**config.mk**
```make
export PLATFORM = sky130hd
export DESIGN_NAME = output_channel_source_divider
export DESIGN_NICKNAME = d
export VERILOG_FILES = /design/src/rtl/outchan_pkg.sv /design/src/rtl/ratio_divider.sv /design/src/rtl/driver_decode.sv /design/src/rtl/output_channel_source_divider.sv
export VERILOG_INCLUDE_DIRS = /design/src /design/src/rtl
export SDC_FILE = /design/constraint.sdc
export NUM_CORES = 1
export LEC_CHECK = 0
export ABC_AREA = 1
export BUFFER_PORTS_ARGS = -buffer_cell sky130_fd_sc_hd__buf_4
export CORE_ASPECT_RATIO = 1.2
export CORE_MARGIN = 10
export CORE_UTILIZATION = 54
export DETAILED_ROUTE_END_ITERATION = 6
export PLACE_DENSITY = 0.94
export SETUP_SLACK_MARGIN = 0.2
export SLEW_MARGIN = 20
export SYNTH_ARGS = -nofsm -noshare
export SYNTH_HDL_FRONTEND = slang
export SYNTH_SLANG_ARGS = --single-unit
```
**constraint.sdc**
```tcl
create_clock -name clock -period 4.4 [get_ports clock]
set_input_delay 1.1 -clock clock [delete_from_list [all_inputs] [get_ports clock]]
set_output_delay 1.1 -clock clock [all_outputs]
set_load 0.02 [all_outputs]
```
**src/rtl/outchan_defs.svh**
```systemverilog
/*
  Register indices, field positions, reset values and bus widths for the
  channel four source and divider block.
  Assumes it is included by its bare name ahead of the modules using it.
*/
`ifndef OUTCHAN_DEFS_SVH
`define OUTCHAN_DEFS_SVH

// Register indices; the byte address is four times the index.
`define IDX_CTRL 6'h25
`define IDX_DIV 6'h26
`define IDX_CFG 6'h27
`define IDX_STAT 6'h28

// Reset values.
`define RST_CTRL 8'h18
`define RST_DIV 8'h02
`define RST_CFG 8'h00

// Field positions (low bit of each two-bit field).
`define F_MUX 6
`define F_SEL 4
`define F_MODE1 2
`define F_MODE2 0

// Configuration bits.
`define CFG_DBL 0
`define CFG_SECOND_SYNTH 1

// Status bits.
`define ST_DIV_ON 2
`define ST_OUT_ON 3
`define ST_CLK 4
`define ST_RSVD 5

// Bus shape.
`define ADDR_W 8
`define DATA_W 32

`endif

```
**src/rtl/outchan_pkg.sv**
```systemverilog
/*
  Types shared by the channel four source and divider block.
  Assumes nothing beyond a SystemVerilog compiler.
*/
package outchan_pkg;

  typedef enum logic [1:0]
  {
    SRC_PLL = 2'h0,
    SRC_RSVD = 2'h1,
    SRC_PRI = 2'h2,
    SRC_SEC = 2'h3
  } src_sel_t;

  typedef enum logic [1:0]
  {
    DRV_OFF = 2'h0,
    DRV_AC = 2'h1,
    DRV_HCSL = 2'h2,
    DRV_CMOS = 2'h3
  } drv_type_t;

  typedef enum logic [1:0]
  {
    PIN_TRI = 2'h0,
    PIN_LOW = 2'h1,
    PIN_INV = 2'h2,
    PIN_TRUE = 2'h3
  } pin_mode_t;

  typedef enum logic
  {
    BUS_IDLE = 1'b0,
    BUS_ACK = 1'b1
  } bus_state_t;

  // Analog driver settings handed to the output stage.
  typedef struct packed
  {
    drv_type_t kind;
    logic [4:0] itail_ma;
    logic [7:0] rload_ohm;
    logic rload_open;
  } drv_cfg_t;

  // Pin levels and enables for the two output legs.
  typedef struct packed
  {
    logic p;
    logic p_oe;
    logic n;
    logic n_oe;
  } drv_pins_t;

endpackage

```
**src/rtl/ratio_divider.sv**
```systemverilog
/*
  Integer clock divider working on a sampled source level.
  Assumes the source is slower than half the system clock.
*/
`timescale 1ns/1ps

module ratio_divider
  import outchan_pkg::*;
#(
  parameter int DIV_W = 8
)
(
  // Clock and reset.
  input wire logic clock,
  input wire logic rst_b,
  // Control.
  input wire logic bypass,
  input wire logic [DIV_W-1:0] ratio_code,
  // Clock level in and out.
  input wire logic src_level,
  output logic div_out
);

  logic src_q;
  logic [DIV_W-1:0] cnt;
  logic [DIV_W-1:0] next_cnt;
  logic [DIV_W-1:0] half;

  generate
    if (DIV_W < 1 || DIV_W > 16)
    begin : g_bad
      $error("ratio_divider: DIV_W out of range");
    end
  endgenerate

  // High time is the rounded-up half of code plus one source periods.
  assign half = (ratio_code >> 1) + {{(DIV_W-1){1'b0}}, 1'b1};
  assign next_cnt = (cnt == ratio_code) ? '0 :
    cnt + {{(DIV_W-1){1'b0}}, 1'b1};

  // Edge memory for the source.
  always_ff @(posedge clock)
  begin
    if (!rst_b)
      src_q <= 1'b0;
    else
      src_q <= src_level;
  end

  // Count source rising edges; ratio is code plus one.
  always_ff @(posedge clock)
  begin
    if (!rst_b || bypass || ratio_code == '0)
    begin
      cnt <= '0;
    end
    else if (src_level && !src_q)
    begin
      cnt <= next_cnt;
    end
  end

  // Output follows the source when bypassed or at ratio one.
  always_ff @(posedge clock)
  begin
    if (!rst_b)
      div_out <= 1'b0;
    else if (bypass || ratio_code == '0)
      div_out <= src_level;
    else if (src_level && !src_q)
      div_out <= next_cnt < half;
  end

endmodule

```
**src/rtl/driver_decode.sv**
```systemverilog
/*
  Decodes the driver type and the two mode fields into analog settings
  and pin levels for the two output legs.
  Assumes the caller registers the results.
*/
`timescale 1ns/1ps

module driver_decode
  import outchan_pkg::*;
(
  // Fields.
  input wire drv_type_t kind,
  input wire logic [1:0] mode_primary,
  input wire logic [1:0] mode_secondary,
  // Clock level to drive.
  input wire logic clk_level,
  // Results.
  output drv_cfg_t cfg,
  output drv_pins_t pins
);

  // One single-ended leg: level and enable as a pair {level, oe}.
  function automatic logic [1:0] leg(input logic [1:0] m, input logic c);
    case (m)
      PIN_TRI: leg = 2'h0;
      PIN_LOW: leg = 2'h1;
      PIN_INV: leg = {~c, 1'b1};
      PIN_TRUE: leg = {c, 1'b1};
      default: leg = 2'h0;
    endcase
  endfunction

  // Tail current, load and pin behaviour per driver type.
  always_comb
  begin
    cfg.kind = kind;
    cfg.itail_ma = 5'h00;
    cfg.rload_ohm = 8'h00;
    cfg.rload_open = 1'b1;
    pins = '0;
    case (kind)
      DRV_AC, DRV_HCSL:
      begin
        case (mode_primary)
          2'h0: cfg.itail_ma = 5'h04;
          2'h1: cfg.itail_ma = 5'h06;
          2'h2: cfg.itail_ma = 5'h08;
          default: cfg.itail_ma = (kind == DRV_HCSL) ? 5'h10 : 5'h08;
        endcase
        if (kind == DRV_HCSL)
        begin
          cfg.rload_open = (mode_secondary == 2'h0);
          case (mode_secondary)
            2'h1: cfg.rload_ohm = 8'h32;
            2'h2: cfg.rload_ohm = 8'h64;
            2'h3: cfg.rload_ohm = 8'hC8;
            default: cfg.rload_ohm = 8'h00;
          endcase
        end
        {pins.p, pins.p_oe} = {clk_level, 1'b1};
        {pins.n, pins.n_oe} = {~clk_level, 1'b1};
      end
      DRV_CMOS:
      begin
        {pins.p, pins.p_oe} = leg(mode_primary, clk_level);
        {pins.n, pins.n_oe} = leg(mode_secondary, clk_level);
      end
      default:
      begin
        pins = '0;
      end
    endcase
  end

endmodule

```
**src/rtl/output_channel_source_divider.sv**
```systemverilog
/*
  Channel four source selection, output divider and driver control, with
  its registers on an Avalon-MM slave that inserts one wait state.
  Assumes the clock inputs of the channel are slow enough to be sampled
  as ordinary synchronous levels by the 50 MHz system clock.
*/
`timescale 1ns/1ps

`include "outchan_defs.svh"

// Behaviour
// - Two-bit mux picks PLL, primary or secondary.
// - Divider used only for PLL sources; bypassed otherwise.
// - Doubler on makes references carry doubled frequency.
// - Driver select: off, AC, HCSL or LVCMOS.
// - Differential tail current from first mode field.
// - Single-ended positive leg from first mode.
module output_channel_source_divider
  import outchan_pkg::*;
#(
  parameter int DIV_W = 8
)
(
  // Clock and reset.
  input wire logic clock,
  input wire logic rst_b,
  // Avalon-MM slave, byte addressed.
  input wire logic [`ADDR_W-1:0] address,
  input wire logic read,
  input wire logic write,
  input wire logic [`DATA_W-1:0] writedata,
  input wire logic [3:0] byteenable,
  output logic [`DATA_W-1:0] readdata,
  output logic waitrequest,
  // Candidate channel clocks, sampled as levels.
  input wire logic pll_clk_in,
  input wire logic second_synth_source_in,
  input wire logic pri_ref_in,
  input wire logic sec_ref_in,
  // Channel clock after mux and divider.
  output logic chan_clk,
  // Output legs.
  output logic out_p,
  output logic out_p_oe,
  output logic out_n,
  output logic out_n_oe,
  // Analog driver settings.
  output drv_type_t drv_kind,
  output logic [4:0] itail_ma,
  output logic [7:0] rload_ohm,
  output logic rload_open
);

  generate
    if (DIV_W != 8)
    begin : g_bad
      $error("output_channel_source_divider: divider is 8 bits");
    end
  endgenerate

  // Registers.
  logic [7:0] channel_four_output_control;
  logic [7:0] channel_four_output_divider;
  logic [7:0] chan_config;
  logic [7:0] chan_status;

  // Bus handshake.
  bus_state_t bus_state;
  bus_state_t next_bus_state;
  logic req;
  logic take;
  logic [5:0] idx;
  logic wr_lane;

  // Fields.
  src_sel_t chan_source_select;
  drv_type_t drv_select;
  logic [1:0] driver_setting_primary;
  logic [1:0] driver_setting_secondary;
  logic dbl_en;
  logic use_second_synth_source;

  // Clock path.
  logic ref_level;
  logic ref_q;
  logic ref_doubled;
  logic ref_path;
  logic pll_path;
  logic div_bypass;
  logic src_level;
  logic div_level;
  logic next_chan_clk;

  // Driver decode results.
  drv_cfg_t next_cfg;
  drv_pins_t next_pins;

  // Register index of a byte address.
  function automatic logic [5:0] reg_index(input logic [`ADDR_W-1:0] a);
    reg_index = a[`ADDR_W-1:2];
  endfunction

  // Read mux for one index; unmapped indices read as zero.
  function automatic logic [7:0] reg_read(input logic [5:0] i,
    input logic [7:0] c, input logic [7:0] d, input logic [7:0] f,
    input logic [7:0] s);
    case (i)
      `IDX_CTRL: reg_read = c;
      `IDX_DIV: reg_read = d;
      `IDX_CFG: reg_read = f;
      `IDX_STAT: reg_read = s;
      default: reg_read = 8'h00;
    endcase
  endfunction

  assign req = read || write;
  assign idx = reg_index(address);
  assign wr_lane = write && byteenable[0];
  // A request is taken at the edge where waitrequest is low.
  assign take = req && (bus_state == BUS_ACK);

  // One wait state: waitrequest drops in the second request cycle.
  assign waitrequest = req && (bus_state == BUS_IDLE);

  // Handshake state.
  always_comb
  begin
    case (bus_state)
      BUS_IDLE: next_bus_state = req ? BUS_ACK : BUS_IDLE;
      BUS_ACK: next_bus_state = BUS_IDLE;
      default: next_bus_state = BUS_IDLE;
    endcase
  end

  always_ff @(posedge clock)
  begin
    if (!rst_b)
      bus_state <= BUS_IDLE;
    else
      bus_state <= next_bus_state;
  end

  // Read data is loaded during the wait cycle so it is stable when taken.
  always_ff @(posedge clock)
  begin
    if (!rst_b)
      readdata <= '0;
    else if (read && bus_state == BUS_IDLE)
      readdata <= {24'h000000, reg_read(idx,
        channel_four_output_control, channel_four_output_divider,
        chan_config, chan_status)};
  end

  // Control register: source, driver type and both modes.
  always_ff @(posedge clock)
  begin
    if (!rst_b)
      channel_four_output_control <= `RST_CTRL;
    else if (take && wr_lane && idx == `IDX_CTRL)
      channel_four_output_control <= writedata[7:0];
  end

  // Divider register; a new ratio applies from the next source edge.
  always_ff @(posedge clock)
  begin
    if (!rst_b)
      channel_four_output_divider <= `RST_DIV;
    else if (take && wr_lane && idx == `IDX_DIV)
      channel_four_output_divider <= writedata[7:0];
  end

  // Configuration register: doubler enable and second synth source.
  always_ff @(posedge clock)
  begin
    if (!rst_b)
      chan_config <= `RST_CFG;
    else if (take && wr_lane && idx == `IDX_CFG)
      chan_config <= {6'h00, writedata[1:0]};
  end

  // Field split.
  assign chan_source_select =
    src_sel_t'(channel_four_output_control[`F_MUX +: 2]);
  assign drv_select = drv_type_t'(channel_four_output_control[`F_SEL +: 2]);
  assign driver_setting_primary =
    channel_four_output_control[`F_MODE1 +: 2];
  assign driver_setting_secondary =
    channel_four_output_control[`F_MODE2 +: 2];
  assign dbl_en = chan_config[`CFG_DBL];
  assign use_second_synth_source = chan_config[`CFG_SECOND_SYNTH];

  // Reference picked by the mux; secondary unless primary is chosen.
  assign ref_level = (chan_source_select == SRC_PRI) ? pri_ref_in :
    sec_ref_in;

  // doubler pulses once per reference edge, twice per period.
  always_ff @(posedge clock)
  begin
    if (!rst_b)
    begin
      ref_q <= 1'b0;
      ref_doubled <= 1'b0;
    end
    else
    begin
      ref_q <= ref_level;
      ref_doubled <= ref_level ^ ref_q;
    end
  end

  // doubled reference replaces the raw one when enabled.
  assign ref_path = dbl_en ? ref_doubled : ref_level;
  assign pll_path = use_second_synth_source ? second_synth_source_in :
    pll_clk_in;

  // source mux; the reserved code gives no clock at all.
  always_comb
  begin
    case (chan_source_select)
      SRC_PLL: src_level = pll_path;
      SRC_PRI: src_level = ref_path;
      SRC_SEC: src_level = ref_path;
      default: src_level = 1'b0;
    endcase
  end

  assign div_bypass = (chan_source_select != SRC_PLL);

  // ratio is the divider field plus one.
  ratio_divider #(
    .DIV_W(DIV_W)
  ) u_div (
    .clock(clock),
    .rst_b(rst_b),
    .bypass(div_bypass),
    .ratio_code(channel_four_output_divider[DIV_W-1:0]),
    .src_level(src_level),
    .div_out(div_level)
  );

  // A disabled driver holds the channel clock low to save switching.
  assign next_chan_clk = (drv_select == DRV_OFF) ? 1'b0 : div_level;

  always_ff @(posedge clock)
  begin
    if (!rst_b)
      chan_clk <= 1'b0;
    else
      chan_clk <= next_chan_clk;
  end

  driver_decode u_drv (
    .kind(drv_select),
    .mode_primary(driver_setting_primary),
    .mode_secondary(driver_setting_secondary),
    .clk_level(next_chan_clk),
    .cfg(next_cfg),
    .pins(next_pins)
  );

  // driver settings registered toward the analog stage.
  always_ff @(posedge clock)
  begin
    if (!rst_b)
    begin
      drv_kind <= DRV_OFF;
      itail_ma <= 5'h00;
      rload_ohm <= 8'h00;
      rload_open <= 1'b1;
    end
    else
    begin
      drv_kind <= next_cfg.kind;
      itail_ma <= next_cfg.itail_ma;
      rload_ohm <= next_cfg.rload_ohm;
      rload_open <= next_cfg.rload_open;
    end
  end

  // leg levels and enables registered, all released in reset.
  always_ff @(posedge clock)
  begin
    if (!rst_b)
    begin
      out_p <= 1'b0;
      out_p_oe <= 1'b0;
      out_n <= 1'b0;
      out_n_oe <= 1'b0;
    end
    else
    begin
      out_p <= next_pins.p;
      out_p_oe <= next_pins.p_oe;
      out_n <= next_pins.n;
      out_n_oe <= next_pins.n_oe;
    end
  end

  // Status mirrors the live path, one cycle behind the fields.
  always_ff @(posedge clock)
  begin
    if (!rst_b)
      chan_status <= 8'h00;
    else
    begin
      chan_status <= 8'h00;
      chan_status[1:0] <= chan_source_select;
      chan_status[`ST_DIV_ON] <= !div_bypass;
      chan_status[`ST_OUT_ON] <= (drv_select != DRV_OFF);
      chan_status[`ST_CLK] <= next_chan_clk;
      chan_status[`ST_RSVD] <= (chan_source_select == SRC_RSVD);
    end
  end

endmodule

```
==> results by stage <==
Critical path:
- The worst setup slack for register-to-register paths is 2.26 ns.
- The kind of start point of the critical path is an input port.
- On the worst path, the slowest cell contributes a delay of 0.16 ns.
- The signal on the critical path passes through buf_4 > nor2_1 > nor2_1 > buf_4.
- The number of buffers and inverters on the critical path is 2.
- The endpoint kind of the worst setup timing path is an output pin.
- The number of cells on the worst reg-to-reg path is 12.
- The worst setup path category is in2out.
- At the worst endpoint, the required time is 3.30 ns.
- The slowest stage of the critical path belongs to the cell sky130_fd_sc_hd__buf_4.
- In this run the worst path has a maximum fanout of 2.
- The launching point of the worst reg2reg path is u_div.cnt[0].
- The capture point of the worst reg-to-reg path is u_div.div_out.
- Data on the critical path arrives at its endpoint at 1.57 ns.
- Grouping stages by cell kind, the critical path spends the most delay in buffers and inverters.

Power and ir drop:
- IR analysis of the VDD net gives a maximum drop of 0.000284 V.
- Summed over all cells, the static leakage comes to 1.68 nW.
- The areal power density over the cells is 335 nW/um^2.
- The overall power of the completed layout is 0.00122 W.

Clock network:
- TritonCTS built the clock tree.
- The root buffer cell chosen for the clock tree is sky130_fd_sc_hd__clkbuf_8.
- The later pin in the worst-skew pair is clocked with a latency of 0.35 ns.
- The number of buffers created by CTS is 9.
- For this design, the CTS-stage hold fixing added 0 buffers.
- After clock tree synthesis, the repair step resized 0 gates.
- The number of buffers added for setup after CTS is 0.
- Clock-pin slew was measured on the worst setup and hold paths at 0.07 ns.
- The tree built by TritonCTS fans out to 61 sinks.
- The clock passes through at most 2 buffers.
- The maximum level of the CTS H-tree is 3.

Hold path:
- In this run the most critical hold path is launched from ref_q.
- The path with the worst hold slack has its endpoint at ref_doubled.
- The tightest min-delay check is of the reg2reg type.
- Counting instances, the worst hold path has a depth of 2.

STA:
- At the pin with the least slew margin, the transition time is 0.704 ns.
- The maximum frequency from static timing analysis is 0.374 GHz.
- The max-slew violation count is 0.
- The number of hold violations in the final report is 0.
- Counting I/O delays and the setup requirement, the final critical path takes 2.67 ns.
- Across the routed clock network, the largest skew measured is 0.00672 ns.
- The final worst hold slack is 0.461 ns.
- The setup-violating endpoint count in the final report is 0.
- The share of the cycle needed by the critical path after routing is 60.7%.
- The worst slew slack as a fraction of its limit is 52.7%.
- Setup repair after global routing left no endpoint under its margin.
- The summed negative setup slack over all endpoints is 0 ns.

Yosys:
- The number of different library cells in the post-synthesis netlist is 39.
- The Yosys step of the flow raised 0 warnings.
- The gate count after technology mapping is 414.
- Of all cell types, the one taking the most synthesized area is sky130_fd_sc_hd__dfxtp_1.
- Summing the sequential cell areas from Yosys gives 38.8% of the chip area.
- Counting instances in the post-synthesis netlist gives the leading cell types as 76 x sky130_fd_sc_hd__nand2_1, 61 x sky130_fd_sc_hd__dfxtp_1, 43 x sky130_fd_sc_hd__inv_1.
- The fraction of synthesized cell area taken by the top area cell type is 38.8%.
- Each instance of the synthesized netlist takes up on average 7.60 um^2.
- Yosys mapped a number of flops with a built-in enable equal to 0.
- The flop and latch count out of synthesis is 61.
- The most instantiated library cell after synthesis is sky130_fd_sc_hd__nand2_1.
- Sorting the synthesized cells by area gives the leading types as sky130_fd_sc_hd__dfxtp_1 39%, sky130_fd_sc_hd__nand2_1 9.1%, sky130_fd_sc_hd__buf_4 6.7%, sky130_fd_sc_hd__ha_1 6.4%, sky130_fd_sc_hd__a21oi_1 6.2%.
- The post-synthesis instance area is 3150 um^2.
- The async set or reset register ratio after synthesis is 0%.
- The most used flip-flop cell after synthesis is sky130_fd_sc_hd__dfxtp_1.

Layout:
- The filler cell count in the final layout is 456.
- The post-route netlist has 20.7% of its cells at a drive strength greater than 1.
- The post-route cell area is 3650 um^2.
- The signed area change from the synthesized netlist to the final layout is 15.9%.
- The antenna diode count is 0.
- The number of nets in the layout is 532.
- The final cell utilization of the core is 64.3%.

Die:
- The initialized floorplan defines 30 standard-cell rows.
- The placeable core area is 5670 um^2.
- The initial cell density of the core is 55.5%.
- The die span in y is 104 um.
- The die is 89.7 um wide.
- For this design the top-level I/O count stands at 106.
- The floorplan step defined a die boundary enclosing 9290 um^2.

Placement:
- The final weighted congestion in routability-driven placement is 0.924.
- After detailed placement, the total cell area comes to 3460 um^2.
- The detailed placer's ending HPWL is 6170 um.
- The number of I/O port buffers is 50.

Global route:
- Entering global routing, the biggest net connects 29 pins.
- The number of antenna violations at the first check in global routing was 0.
- For this run, the total global-route usage over all layers was measured as 18.1%.
- After global routing the overflow that remains totals 0.
- The first global-routing pass estimated 13400 um of wire.
- The number of global-route vias before repair is 2896.

Drt:
- Once detail routing completed, the nets flagged for antenna violations numbered 0.
- The average wire length per cell after detail routing is 14.8 um.
- The DRC violation count after routing is 0.
- The via density per instance is 5.16.
- The detailed router finished its first iteration with 225 violations.
- The first detailed-routing pass ran for 5 iterations.
- The routed layout has 2835 vias.
- The total wirelength of the detailed-routed design is 8120 um.

Outcome:
- The flow ran to the end, and the final reports show no timing, DRC or antenna violations.

Job:
- The number of violations of the max-capacitance limit is 0.
-- per-stage QoR --
stage                     setup WS (ns)  instances
after global routing               1.69        549
after CTS                          1.73        549
final                              1.73        549
after floorplan                    1.88        439
after detailed placement           1.73        533
after global placement             1.76        533
-- worst max-delay path by stage --
stage / slack [ns] / cells past startpoint / start / to
2_1_floorplan: 1.88 / 2 / read / waitrequest
3_3_place_gp: 1.76 / 4 / read / waitrequest
3_5_place_dp: 1.73 / 4 / read / waitrequest
4_1_cts: 1.73 / 4 / read / waitrequest
5_1_grt: 1.69 / 4 / read / waitrequest
6_report: 1.73 / 4 / read / waitrequest
-- worst register-to-register path, cell delays in order, from the launching register on --
cell	delay, ns
sky130_fd_sc_hd__dfxtp_1	0.43
sky130_fd_sc_hd__ha_1	0.21
sky130_fd_sc_hd__nand2_1	0.11
sky130_fd_sc_hd__nor3_2	0.21
sky130_fd_sc_hd__nand2_1	0.10
sky130_fd_sc_hd__xor2_1	0.15
sky130_fd_sc_hd__nor2_1	0.16
sky130_fd_sc_hd__ha_1	0.26
sky130_fd_sc_hd__nand2_1	0.08
sky130_fd_sc_hd__o21ai_0	0.09
sky130_fd_sc_hd__nor2_1	0.12
sky130_fd_sc_hd__nand2_1	0.07
sky130_fd_sc_hd__a21oi_1	0.11
-- power breakdown --
group          switching (W)  leakage, nW  total, W  internal, W
logic               0.000101         1.08  0.000156    0.0000544
clock network       0.000227       0.0987  0.000484     0.000258
registers          0.0000136        0.497  0.000582     0.000569
total               0.000342         1.68   0.00122     0.000881
-- state kept, by name, summed over array words and instances, names as in the netlist --
signal	count
bus_state	1
chan_config	2
chan_status	6
channel_four_output_control	8
channel_four_output_divider	8
drv_kind	2
itail_ma	4
out_n	1
out_n_oe	1
out_p	1
out_p_oe	1
readdata	8
ref_doubled	1
ref_q	1
rload_ohm	5
rload_open	1
u_div.cnt	8
u_div.div_out	1
u_div.src_q	1
-- cell families after synthesis --
group / Yosys count / synth area share [%]
xor gates and xnor gates: 12 / 3.34
DFF: 61 / 38.8
other: 1 / 0.119
AOI/OAI and AO/OA: 83 / 14.7
adders and majority gates: 16 / 6.36
buffers and inverters: 91 / 14.9
and+or+nand+nor: 150 / 21.8
-- layout by cell type (no fill, tap or decap), types with 9 or more instances in the layout --
master and instances:
sky130_fd_sc_hd__a21oi_1 39, sky130_fd_sc_hd__buf_4 50, sky130_fd_sc_hd__clkbuf_8 9, sky130_fd_sc_hd__conb_1 26, sky130_fd_sc_hd__dfxtp_1 61, sky130_fd_sc_hd__ha_1 16
sky130_fd_sc_hd__inv_1 43, sky130_fd_sc_hd__inv_2 11, sky130_fd_sc_hd__nand2_1 76, sky130_fd_sc_hd__nor2_1 38, sky130_fd_sc_hd__o21ai_0 19, sky130_fd_sc_hd__o21ai_1 10
-- layer usage --
layer	vias to the layer above	wire length (um)	GRT usage, %
met4	0	362	10.6
met5	-	0	0
li1	1383	-	-
met1	1303	2950	18.6
met3	30	463	4.62
met2	119	4340	31.5
-- final cells by class --
cell class | instances | area, um^2 | area share (%)
multi-input combinational | 287 | 1550 | 42.5
tap | 80 | 100 | 2.75
timing repair buffer | 50 | 375 | 10.3
clock inverter | 7 | 66.3 | 1.82
clock buffer | 9 | 124 | 3.40
sequential | 61 | 1220 | 33.5
inverter | 55 | 209 | 5.73
Note: power is estimated with default switching activity, not from simulation.
